## src/fld_pkg.sv

```systemverilog
// Constants and carrier types for the LED fault flag logic.
package fld_pkg;

   // ----------------------------------------------------------------
   // Clock and timing
   // ----------------------------------------------------------------
   localparam int CLK_PERIOD_NS   = 100;
   localparam int DEGLITCH_NS     = 10000;
   localparam int MASK_NS         = 130000;
   localparam int HICCUP_NS       = 1000000;
   localparam int REG_SW_CYCLES   = 256;
   // Least times round up, the retry period rounds down.
   localparam int DEGLITCH_CYC    = (DEGLITCH_NS + CLK_PERIOD_NS - 1) / CLK_PERIOD_NS;
   localparam int MASK_CYC        = (MASK_NS + CLK_PERIOD_NS - 1) / CLK_PERIOD_NS;
   localparam int HICCUP_CYC      = HICCUP_NS / CLK_PERIOD_NS;
   localparam int TIMER_W         = 16;

   // ----------------------------------------------------------------
   // Register map
   // ----------------------------------------------------------------
   localparam int          ADDR_W        = 8;
   localparam int          DATA_W        = 32;
   localparam logic [7:0]  ADDR_STATUS   = 8'h00;
   localparam logic [7:0]  ADDR_EVENT    = 8'h04;
   localparam logic [7:0]  ADDR_IRQ_MASK = 8'h08;
   localparam int          EV_W          = 4;
   localparam logic [3:0]  IRQ_MASK_RST  = 4'h0;
   localparam int          EV_ASSERT     = 0;
   localparam int          EV_RELEASE    = 1;
   localparam int          EV_HICCUP     = 2;
   localparam int          EV_REGULATED  = 3;
   localparam int          ST_FLAG       = 0;
   localparam int          ST_HICCUP     = 1;
   localparam int          ST_REGULATED  = 2;
   localparam int          ST_GATE       = 3;
   localparam int          ST_MASKING    = 4;
   localparam int          ST_W          = 5;

   // ----------------------------------------------------------------
   // Types
   // ----------------------------------------------------------------
   typedef struct packed {
      logic maskCmpHigh;   // open_mask_threshold_input above mask_reference_level
      logic adimHigh;      // analog_dim_input above 264 mV
      logic openCond;      // sensed_regulation_voltage below 25 % at max duty
      logic shortCond;     // output below 1.5 V
      logic dimGate;       // dimming gate input
      logic swCycle;       // toggles once per switching cycle
   } fld_pins_type;

   localparam int PINS_W = $bits(fld_pins_type);

   typedef enum logic [0:0] {
      HIC_IDLE,
      HIC_RETRY
   } fld_hic_type;

endpackage

```

## src/fld_sync.sv

```systemverilog
// Two flip-flop synchroniser for a bundle of asynchronous levels.
`timescale 1ns/1ps
module fld_sync
   import fld_pkg::*;
#(
   parameter int W = 1
)(
   input  wire logic         clk,
   input  wire logic         rst,
   input  wire logic [W-1:0] asyncIn,
   output logic      [W-1:0] syncOut
);

   // ----------------------------------------------------------------
   // One synchroniser per bit
   // ----------------------------------------------------------------
   genvar i;
   generate
      for (i = 0; i < W; i++) begin : gBit
         logic meta_q;
         logic meta_d;
         logic sync_q;
         logic sync_d;
         always_comb begin
            meta_d = asyncIn[i];
            sync_d = meta_q;
         end
         always_ff @(posedge clk or posedge rst) begin
            if (rst) begin
               meta_q <= 1'b0;
               sync_q <= 1'b0;
            end else begin
               meta_q <= meta_d;
               sync_q <= sync_d;
            end
         end
         assign syncOut[i] = sync_q;
      end
   endgenerate

endmodule

```

## src/fld_timer.sv

```systemverilog
// Loadable down counter; done is high while the count stands at zero.
`timescale 1ns/1ps
module fld_timer
   import fld_pkg::*;
#(
   parameter int               W         = TIMER_W,
   parameter logic [W-1:0]     RESET_VAL = '0
)(
   input  wire logic         clk,
   input  wire logic         rst,
   input  wire logic         load,
   input  wire logic [W-1:0] loadValue,
   input  wire logic         en,
   output logic              done
);

   logic [W-1:0] count_q;
   logic [W-1:0] count_d;

   // ----------------------------------------------------------------
   // Next count
   // ----------------------------------------------------------------
   always_comb begin
      count_d = count_q;
      if (load) begin
         count_d = loadValue;
      end else if (en && count_q != '0) begin
         count_d = count_q - W'(1);
      end
   end

   always_ff @(posedge clk or posedge rst) begin
      if (rst) begin
         count_q <= RESET_VAL;
      end else begin
         count_q <= count_d;
      end
   end

   assign done = (count_q == '0);

endmodule

```

## src/fld_fault_flag.sv

```systemverilog
// Open-LED and output-short fault supervision with latched active-low flag.
//
// Contract
// - Open detection is masked while the mask comparator or the dimming comparator is low.
// - While masked, an asserted flag stays asserted as long as the open condition lasts.
// - Open is detected only with both comparators high and regulation voltage low at max duty.
// - A qualified open fault asserts the flag and starts hiccup, flag held through all periods.
// - After the open clears, the flag is released only at period end with the gate high.
// - Comparator levels arrive as high or low and select which faults are qualified.
// - An output short with dimming above 264 mV asserts the flag without hiccup.
// - When the short disappears, operation resumes with no restart sequence.
// - A fault is flagged only after being present for the whole deglitch time.
// - Each rising edge of the dimming gate starts a mask time with no detection.
// - A gate pulse shorter than the mask time never detects a fault.
// - On the gate falling edge the flag is latched and held while the gate is low.
// - Deglitch and mask times are fixed constants with no configuration input.
// - Hiccup retries about every 1 ms until the fault clears.
// - After a fault is removed, 256 switching cycles pass before regulation is reported.
`timescale 1ns/1ps
module fld_fault_flag
   import fld_pkg::*;
#(
   parameter int HICCUP_CYCLES = HICCUP_CYC
)(
   input  wire logic              clk,
   input  wire logic              rst,
   input  wire fld_pins_type      pins,
   input  wire logic [ADDR_W-1:0] regAddr,
   input  wire logic [DATA_W-1:0] regWdata,
   input  wire logic              regWr,
   input  wire logic              regRd,
   output logic      [DATA_W-1:0] regRdata,
   output logic                   irq,
   output logic                   faultFlagN,
   output logic                   hiccupReq,
   output logic                   inRegulation
);

   // ----------------------------------------------------------------
   // Input synchronisation and edges
   // ----------------------------------------------------------------
   fld_pins_type s;
   logic [PINS_W-1:0] syncBits;
   logic              gatePrev_q;
   logic              gatePrev_d;
   logic              swPrev_q;
   logic              swPrev_d;
   logic              shortPrev_q;
   logic              shortPrev_d;

   fld_sync #(
      .W (PINS_W)
   ) uSync (
      .clk     (clk),
      .rst     (rst),
      .asyncIn (pins),
      .syncOut (syncBits)
   );

   assign s = fld_pins_type'(syncBits);

   always_comb begin
      gatePrev_d  = s.dimGate;
      swPrev_d    = s.swCycle;
      shortPrev_d = s.shortCond;
   end

   always_ff @(posedge clk or posedge rst) begin
      if (rst) begin
         gatePrev_q  <= 1'b0;
         swPrev_q    <= 1'b0;
         shortPrev_q <= 1'b0;
      end else begin
         gatePrev_q  <= gatePrev_d;
         swPrev_q    <= swPrev_d;
         shortPrev_q <= shortPrev_d;
      end
   end

   logic gateRise;
   logic swTick;
   logic shortGone;

   assign gateRise  = s.dimGate & ~gatePrev_q;
   assign swTick    = s.swCycle ^ swPrev_q;
   assign shortGone = shortPrev_q & ~s.shortCond;

   // ----------------------------------------------------------------
   // Mask window after each gate rising edge
   // ----------------------------------------------------------------
   logic maskDone;
   logic detectWin;

   // The window length is a package constant; no port can alter it.
   fld_timer #(
      .W         (TIMER_W),
      .RESET_VAL ('0)
   ) uMask (
      .clk       (clk),
      .rst       (rst),
      .load      (gateRise),
      .loadValue (TIMER_W'(MASK_CYC)),
      .en        (1'b1),
      .done      (maskDone)
   );

   // Detection needs the gate high and the mask expired, so a short
   // gate pulse never reaches a detection.
   assign detectWin = s.dimGate & maskDone & ~gateRise;

   // ----------------------------------------------------------------
   // Qualification and deglitch
   // ----------------------------------------------------------------
   logic openEnable;
   logic openPresent;
   logic shortPresent;
   logic openDegDone;
   logic shortDegDone;
   logic openHit;
   logic shortHit;

   // The comparators deliver levels: high above threshold, low below.
   assign openEnable   = s.maskCmpHigh & s.adimHigh;
   assign openPresent  = openEnable & s.openCond & detectWin;
   assign shortPresent = s.adimHigh & s.shortCond & detectWin;

   // Any gap in the condition reloads the count, so only an
   // uninterrupted fault for the full deglitch time gets through.
   fld_timer #(
      .W         (TIMER_W),
      .RESET_VAL (TIMER_W'(DEGLITCH_CYC))
   ) uOpenDeg (
      .clk       (clk),
      .rst       (rst),
      .load      (~openPresent),
      .loadValue (TIMER_W'(DEGLITCH_CYC)),
      .en        (1'b1),
      .done      (openDegDone)
   );

   fld_timer #(
      .W         (TIMER_W),
      .RESET_VAL (TIMER_W'(DEGLITCH_CYC))
   ) uShortDeg (
      .clk       (clk),
      .rst       (rst),
      .load      (~shortPresent),
      .loadValue (TIMER_W'(DEGLITCH_CYC)),
      .en        (1'b1),
      .done      (shortDegDone)
   );

   assign openHit  = openPresent & openDegDone;
   assign shortHit = shortPresent & shortDegDone;

   // ----------------------------------------------------------------
   // Hiccup retry
   // ----------------------------------------------------------------
   fld_hic_type hic_q;
   fld_hic_type hic_d;
   logic        hicLoad;
   logic        hicDone;
   logic        hicEnd;

   fld_timer #(
      .W         (TIMER_W),
      .RESET_VAL ('0)
   ) uHiccup (
      .clk       (clk),
      .rst       (rst),
      .load      (hicLoad),
      .loadValue (TIMER_W'(HICCUP_CYCLES)),
      .en        (1'b1),
      .done      (hicDone)
   );

   always_comb begin
      hic_d   = hic_q;
      hicLoad = 1'b0;
      hicEnd  = 1'b0;
      case (hic_q)
         HIC_IDLE: begin
            if (openHit) begin
               hic_d   = HIC_RETRY;
               hicLoad = 1'b1;
            end
         end
         HIC_RETRY: begin
            if (hicDone) begin
               if (s.openCond) begin
                  hicLoad = 1'b1;
               end else begin
                  hic_d  = HIC_IDLE;
                  hicEnd = 1'b1;
               end
            end
         end
         default: begin
            hic_d = HIC_IDLE;
         end
      endcase
   end

   always_ff @(posedge clk or posedge rst) begin
      if (rst) begin
         hic_q <= HIC_IDLE;
      end else begin
         hic_q <= hic_d;
      end
   end

   assign hiccupReq = (hic_q == HIC_RETRY);

   // ----------------------------------------------------------------
   // Fault flag
   // ----------------------------------------------------------------
   logic fault_q;
   logic fault_d;
   logic keepFault;

   always_comb begin
      // Hiccup holds the flag for every remaining period; release can
      // only come after the period ends and with the gate high.
      keepFault = hiccupReq
                | (fault_q & ~openEnable & s.openCond)
                | (fault_q & s.adimHigh & s.shortCond);
      if (s.dimGate) begin
         fault_d = openHit | shortHit | keepFault;
      end else begin
         fault_d = fault_q;
      end
   end

   always_ff @(posedge clk or posedge rst) begin
      if (rst) begin
         fault_q <= 1'b0;
      end else begin
         fault_q <= fault_d;
      end
   end

   assign faultFlagN = ~fault_q;

   // ----------------------------------------------------------------
   // Current-to-regulation count
   // ----------------------------------------------------------------
   logic regLoad;

   // A short never stops switching, so its removal only restarts this
   // count and nothing else.
   assign regLoad = hicEnd | shortGone;

   fld_timer #(
      .W         (TIMER_W),
      .RESET_VAL ('0)
   ) uRegulate (
      .clk       (clk),
      .rst       (rst),
      .load      (regLoad),
      .loadValue (TIMER_W'(REG_SW_CYCLES)),
      .en        (swTick),
      .done      (inRegulation)
   );

   logic regPrev_q;
   logic regPrev_d;
   logic faultPrev_q;
   logic faultPrev_d;

   assign regPrev_d   = inRegulation;
   assign faultPrev_d = fault_q;

   always_ff @(posedge clk or posedge rst) begin
      if (rst) begin
         regPrev_q   <= 1'b1;
         faultPrev_q <= 1'b0;
      end else begin
         regPrev_q   <= regPrev_d;
         faultPrev_q <= faultPrev_d;
      end
   end

   // ----------------------------------------------------------------
   // Event status, mask and interrupt
   // ----------------------------------------------------------------
   logic [EV_W-1:0] event_q;
   logic [EV_W-1:0] event_d;
   logic [EV_W-1:0] irqMask_q;
   logic [EV_W-1:0] irqMask_d;
   logic [EV_W-1:0] evSet;
   logic [EV_W-1:0] evClr;

   always_comb begin
      evSet               = '0;
      evSet[EV_ASSERT]    = fault_q & ~faultPrev_q;
      evSet[EV_RELEASE]   = ~fault_q & faultPrev_q;
      evSet[EV_HICCUP]    = hicLoad & (hic_q == HIC_IDLE);
      evSet[EV_REGULATED] = inRegulation & ~regPrev_q;
      evClr = (regWr && regAddr == ADDR_EVENT) ? regWdata[EV_W-1:0] : '0;
      // A new event wins over a clear in the same cycle.
      event_d   = (event_q & ~evClr) | evSet;
      irqMask_d = irqMask_q;
      if (regWr && regAddr == ADDR_IRQ_MASK) begin
         irqMask_d = regWdata[EV_W-1:0];
      end
   end

   always_ff @(posedge clk or posedge rst) begin
      if (rst) begin
         event_q   <= '0;
         irqMask_q <= IRQ_MASK_RST;
      end else begin
         event_q   <= event_d;
         irqMask_q <= irqMask_d;
      end
   end

   assign irq = |(event_q & irqMask_q);

   // ----------------------------------------------------------------
   // Register read port
   // ----------------------------------------------------------------
   logic [DATA_W-1:0] rdata_q;
   logic [DATA_W-1:0] rdata_d;
   logic [ST_W-1:0]   status;

   always_comb begin
      status               = '0;
      status[ST_FLAG]      = fault_q;
      status[ST_HICCUP]    = hiccupReq;
      status[ST_REGULATED] = inRegulation;
      status[ST_GATE]      = s.dimGate;
      status[ST_MASKING]   = ~maskDone;
      rdata_d = '0;
      if (regRd) begin
         case (regAddr)
            ADDR_STATUS:   rdata_d = DATA_W'(status);
            ADDR_EVENT:    rdata_d = DATA_W'(event_q);
            ADDR_IRQ_MASK: rdata_d = DATA_W'(irqMask_q);
            default:       rdata_d = '0;
         endcase
      end
   end

   always_ff @(posedge clk or posedge rst) begin
      if (rst) begin
         rdata_q <= '0;
      end else begin
         rdata_q <= rdata_d;
      end
   end

   assign regRdata = rdata_q;

endmodule

```

## config.mk

```make
export PLATFORM = sky130hd
export DESIGN_NAME = fld_fault_flag
export DESIGN_NICKNAME = d
export VERILOG_FILES = /design/src/fld_pkg.sv /design/src/fld_sync.sv /design/src/fld_timer.sv /design/src/fld_fault_flag.sv
export SDC_FILE = /design/constraint.sdc
export NUM_CORES = 1
export LEC_CHECK = 0
export BUFFER_PORTS_ARGS = -buffer_cell sky130_fd_sc_hd__buf_2
export CAP_MARGIN = 10
export CORE_MARGIN = 2
export CORE_UTILIZATION = 57
export CTS_BUF_LIST = sky130_fd_sc_hd__clkbuf_16
export DETAILED_ROUTE_END_ITERATION = 10
export PLACE_DENSITY = 0.8
export SYNTH_ARGS = -nofsm -noshare
export SYNTH_HDL_FRONTEND = slang
export SYNTH_SLANG_ARGS = --single-unit
```

## constraint.sdc

```tcl
create_clock -name clk -period 4.9 [get_ports clk]
set_input_delay 0.735 -clock clk [delete_from_list [all_inputs] [get_ports clk]]
set_output_delay 0.735 -clock clk [all_outputs]
set_load 0.01 [all_outputs]
```

==> summary.md <==
| Metric | Value |
|---|---|
| Status | finished, final reports clean |
| Met3 usage | 4.637% |
| Clock Tree Root | clkbuf_16 |
| GRT overflow | 0 |
| CP Max Fanout | 6 |
| CP arrival | 2.39 ns |
| CTS tree | yes |
| Hold_buf cts | 0 |
| Max cap viols | 0 |
| Period Utilization, post-route | between 60% and 70% |
| Synth Area in Adders | 2.193% |
| TritonCTS Buffers | 9 |
| Critical path startpoint category | register |
| WL/cell | 14.03 µm |
| Final #Nets | 655 |
| Die height | between 100 and 150 µm |
| Cell total after placement | ~700 |
| Fin cells | 733 |
| First-pass GRT wire length | ~18,000 µm |
| Largest net degree at the start of global routing | 87 |
| Die W | 104.0 µm |
| Initial antenna violation count | 0 |
| Port Buffers | 30 |
| Slew margin rel. | 32.36% |
| Layout cells sized above 1 | 11.17% |
| Synthesized area | 0.005705 mm² |
| Sequential area share after synthesis | 49.28% |
| Area post-placement | 0.005851 mm² |
| Boundary Pins | 86 |
| DRT Pass-1 Iters | 4 |
| Post-CTS Setup Repair Bufs | 0 |
| H-tree Lvls | 3 |
| Synth unique cells | between 50 and 60 |
| #FFs+latches synth | about 110 |
| Mean post-synth cell area | 10.01 µm² |
| CTS clk-pin slew, worst paths | 0.07 ns |
| Clock Sink Count | roughly 110 |
| Yosys warns | 0 |
| Critical path type | register to output pin |
| Layout area overhead | 7.456% |
| Setup violators final | 0 |
| Antenna cell count | 0 |
| Mux cell area share after synthesis | ~1.7% |
| GRT met2 Usage | 33.32% |
| Core area | 0.009729 mm² |
| FMAX | 0.3195 GHz |
| Grt peak-use layer | met2 |
| Post-CTS sizing | 0 |
| Die ar. | 0.01083 mm² |
| Met1 GRT Util | between 20% and 30% |
| Final hold vios | 0 |
| Ys async rst share | 100.0% |
| Worst-margin pin slew | 1.015 ns |
| Total leakage power | 2.740 nW |
| Pwr Total | 2.058 mW |
| DR DRC count | 0 |
| Post-synthesis compound-gate area fraction | 8.202% |
| Vias | about 4.1k |
| Ys flop type | dfrtp_1 |
| Synth Area in Simple Gates | 22.96% |
| Vias per Instance | 5.578 |
| Initial Util | 58.64% |
| Setup TNS | 0 ns |
| GR Util All Layers | between 20% and 30% |
| Pwr Density | between 300 and 400 mW/mm² |
| RSZ-0062 raised after global routing | false |
| Starting DRT DRC Count | 225 |
| Detailed Route WL | approximately 10,000 µm |
| Final Wtd Congestion | 0.8295 |
| Worst Hold Class | register to register |
| Largest family of logic cells by synthesized area | simple AND/OR/NAND/NOR gates |
| WP data required | 4.16 ns |
| Xor and xnor area share after synthesis | 9.364% |
| Hpwl dp | around 7100 µm |
| Period minus WS final | 3.129 ns |
| Row cnt | 36 |
| Post-route ant nets | 0 |
| Post-Syn Instances | 570 |
| Maximum vdd drop | 0.0002892 V |
| CP Capture Type | output pin |
| EDFF count, synth | 0 |
| Pins over their slew limit | 0 |
| Worst clock skew | 0.005020 ns |
| Maximum root-to-sink buffer count | 2 |
| Final instance area | 0.006131 mm² |
| Clock latency at the later pin of the worst-skew pair | 0.35 ns |
| Vias in the first global route | 4,015 |
==> flip-flops by register name, indices dropped and copies added, names as in the netlist <==
register and count:
uHiccup.count_q 16, uMask.count_q 16, uOpenDeg.count_q 16, uRegulate.count_q 16
uShortDeg.count_q 16, uSync.gBit.meta_q 6, uSync.gBit.sync_q 6, regRdata 5
event_q 4, irqMask_q 4, faultPrev_d 1, faultPrev_q 1
gatePrev_q 1, hiccupReq 1, regPrev_q 1, shortPrev_q 1
swPrev_q 1
==> cells by family (layout without fill, tap and decap cells) <==
| family | count (synthesis) | in the layout |
|---|---|---|
| adders and majority gates | 10 | 10 |
| and+or+nand+nor | 251 | 251 |
| other | 1 | 27 |
| buffers and inverters | 64 | 68 |
| AOI/OAI and AO/OA | 62 | 62 |
| muxes | 9 | 9 |
| xor gates and xnor gates | 61 | 61 |
| DFF | 112 | 112 |
==> through the flow <==
| step | util (%) | setup slack [ns] | hold slack [ns] |
|---|---|---|---|
| 2_1_floorplan | - | 1.218 | 0.3312 |
| 3_3_place_gp | 60.13 | 1.979 | 0.3349 |
| 3_5_place_dp | 60.13 | 1.874 | 0.3363 |
| 4_1_cts | 63.01 | 1.808 | 0.3517 |
| 5_1_grt | 63.01 | 1.595 | 0.3615 |
| 6_report | 63.01 | 1.771 | 0.3504 |
==> synth_stat cells, drive strengths merged (6+ instances only) <==
cell / number / area, µm²
buf: 30 / 230.2
nand2b: 9 / 56.30
nand2: 27 / 101.4
nand3: 25 / 125.1
o21ai: 10 / 50.05
inv: 21 / 78.83
xor2: 32 / 280.3
nor4b: 6 / 52.55
ha: 10 / 125.1
nor3: 17 / 85.08
a21oi: 14 / 70.07
xnor2: 29 / 254.0
or4: 8 / 63.81
o211ai: 7 / 52.55
nor2: 91 / 341.6
dfrtp: 105 / 2628
dfstp: 7 / 183.9
nand4: 11 / 75.07
nor4: 18 / 131.4
or3: 10 / 62.56
clkbuf: 13 / 48.80
==> per-layer routing <==
layer  share of wire (%)  up-vias
met5                   0        -
met4                 1.0        0
met3                 3.9       11
met2                  49       89
met1                  46     2007
li1                    -     1982
==> layout make-up <==
class | count | area, µm²
clock buffers | 9 | 225.2
clock inverters | 7 | 55.05
fillers | 800 | 3598
inverters | 21 | 81.33
multi-input cells | 420 | 2634
flip-flops and latches | 112 | 2811
well taps | 133 | 166.4
repair buffers | 31 | 157.7
==> worst max-delay path, cell delays in order, from the launching register on <==
cell and delay, ns:
dfrtp_1 0.39, or4_1 0.65, nor3_1 0.36, nand3_1 0.27, inv_1 0.21, buf_2 0.16
==> power breakdown <==
part / internal (mW) / switching (mW) / leakage [nW]
logic: 0.119 / 0.175 / 1.14
clock network: 0.388 / 0.310 / 0.143
registers: 0.993 / 0.0735 / 1.46
total: 1.50 / 0.558 / 2.74
==> worst paths after layout <==
kind | slack [ns] | from | end | cells after the start
min in group asynchronous | 0.63 | rst | uShortDeg.count_q[1] | 2
hold reg to reg | 0.35 | uSync.gBit[4].meta_q | uSync.gBit[4].sync_q | 0
max in group asynchronous | 3.38 | rst | shortPrev_q | 3
hold / removal | 0.35 | uSync.gBit[4].meta_q | uSync.gBit[4].sync_q | 0
setup reg to reg | 1.84 | uMask.count_q[0] | uHiccup.count_q[12] | 7
setup / recovery | 1.77 | uRegulate.count_q[11] | inRegulation | 5
==> cells in the final DEF, fill, tap and decap left out, types with 4 or more instances in the layout <==
master and instances:
nand3b_1 4, nor4_1 15, xnor2_1 29, inv_1 21, nand2b_1 9, dfstp_2 7
dfrtp_1 105, o21ai_0 10, nand2_1 27, buf_2 30, nand4_1 10, or2_2 4
a21oi_1 14, mux2_2 4, or3_1 10, nor2_1 91, nor4b_1 6, conb_1 27
a2111oi_0 4, nand3_1 25, nor3_1 17, a211oi_1 5, clkbuf_16 9, or4_1 7
xor2_1 32, o211ai_1 7, mux2i_1 5, ha_1 10
(Power assumes the default switching activity.)
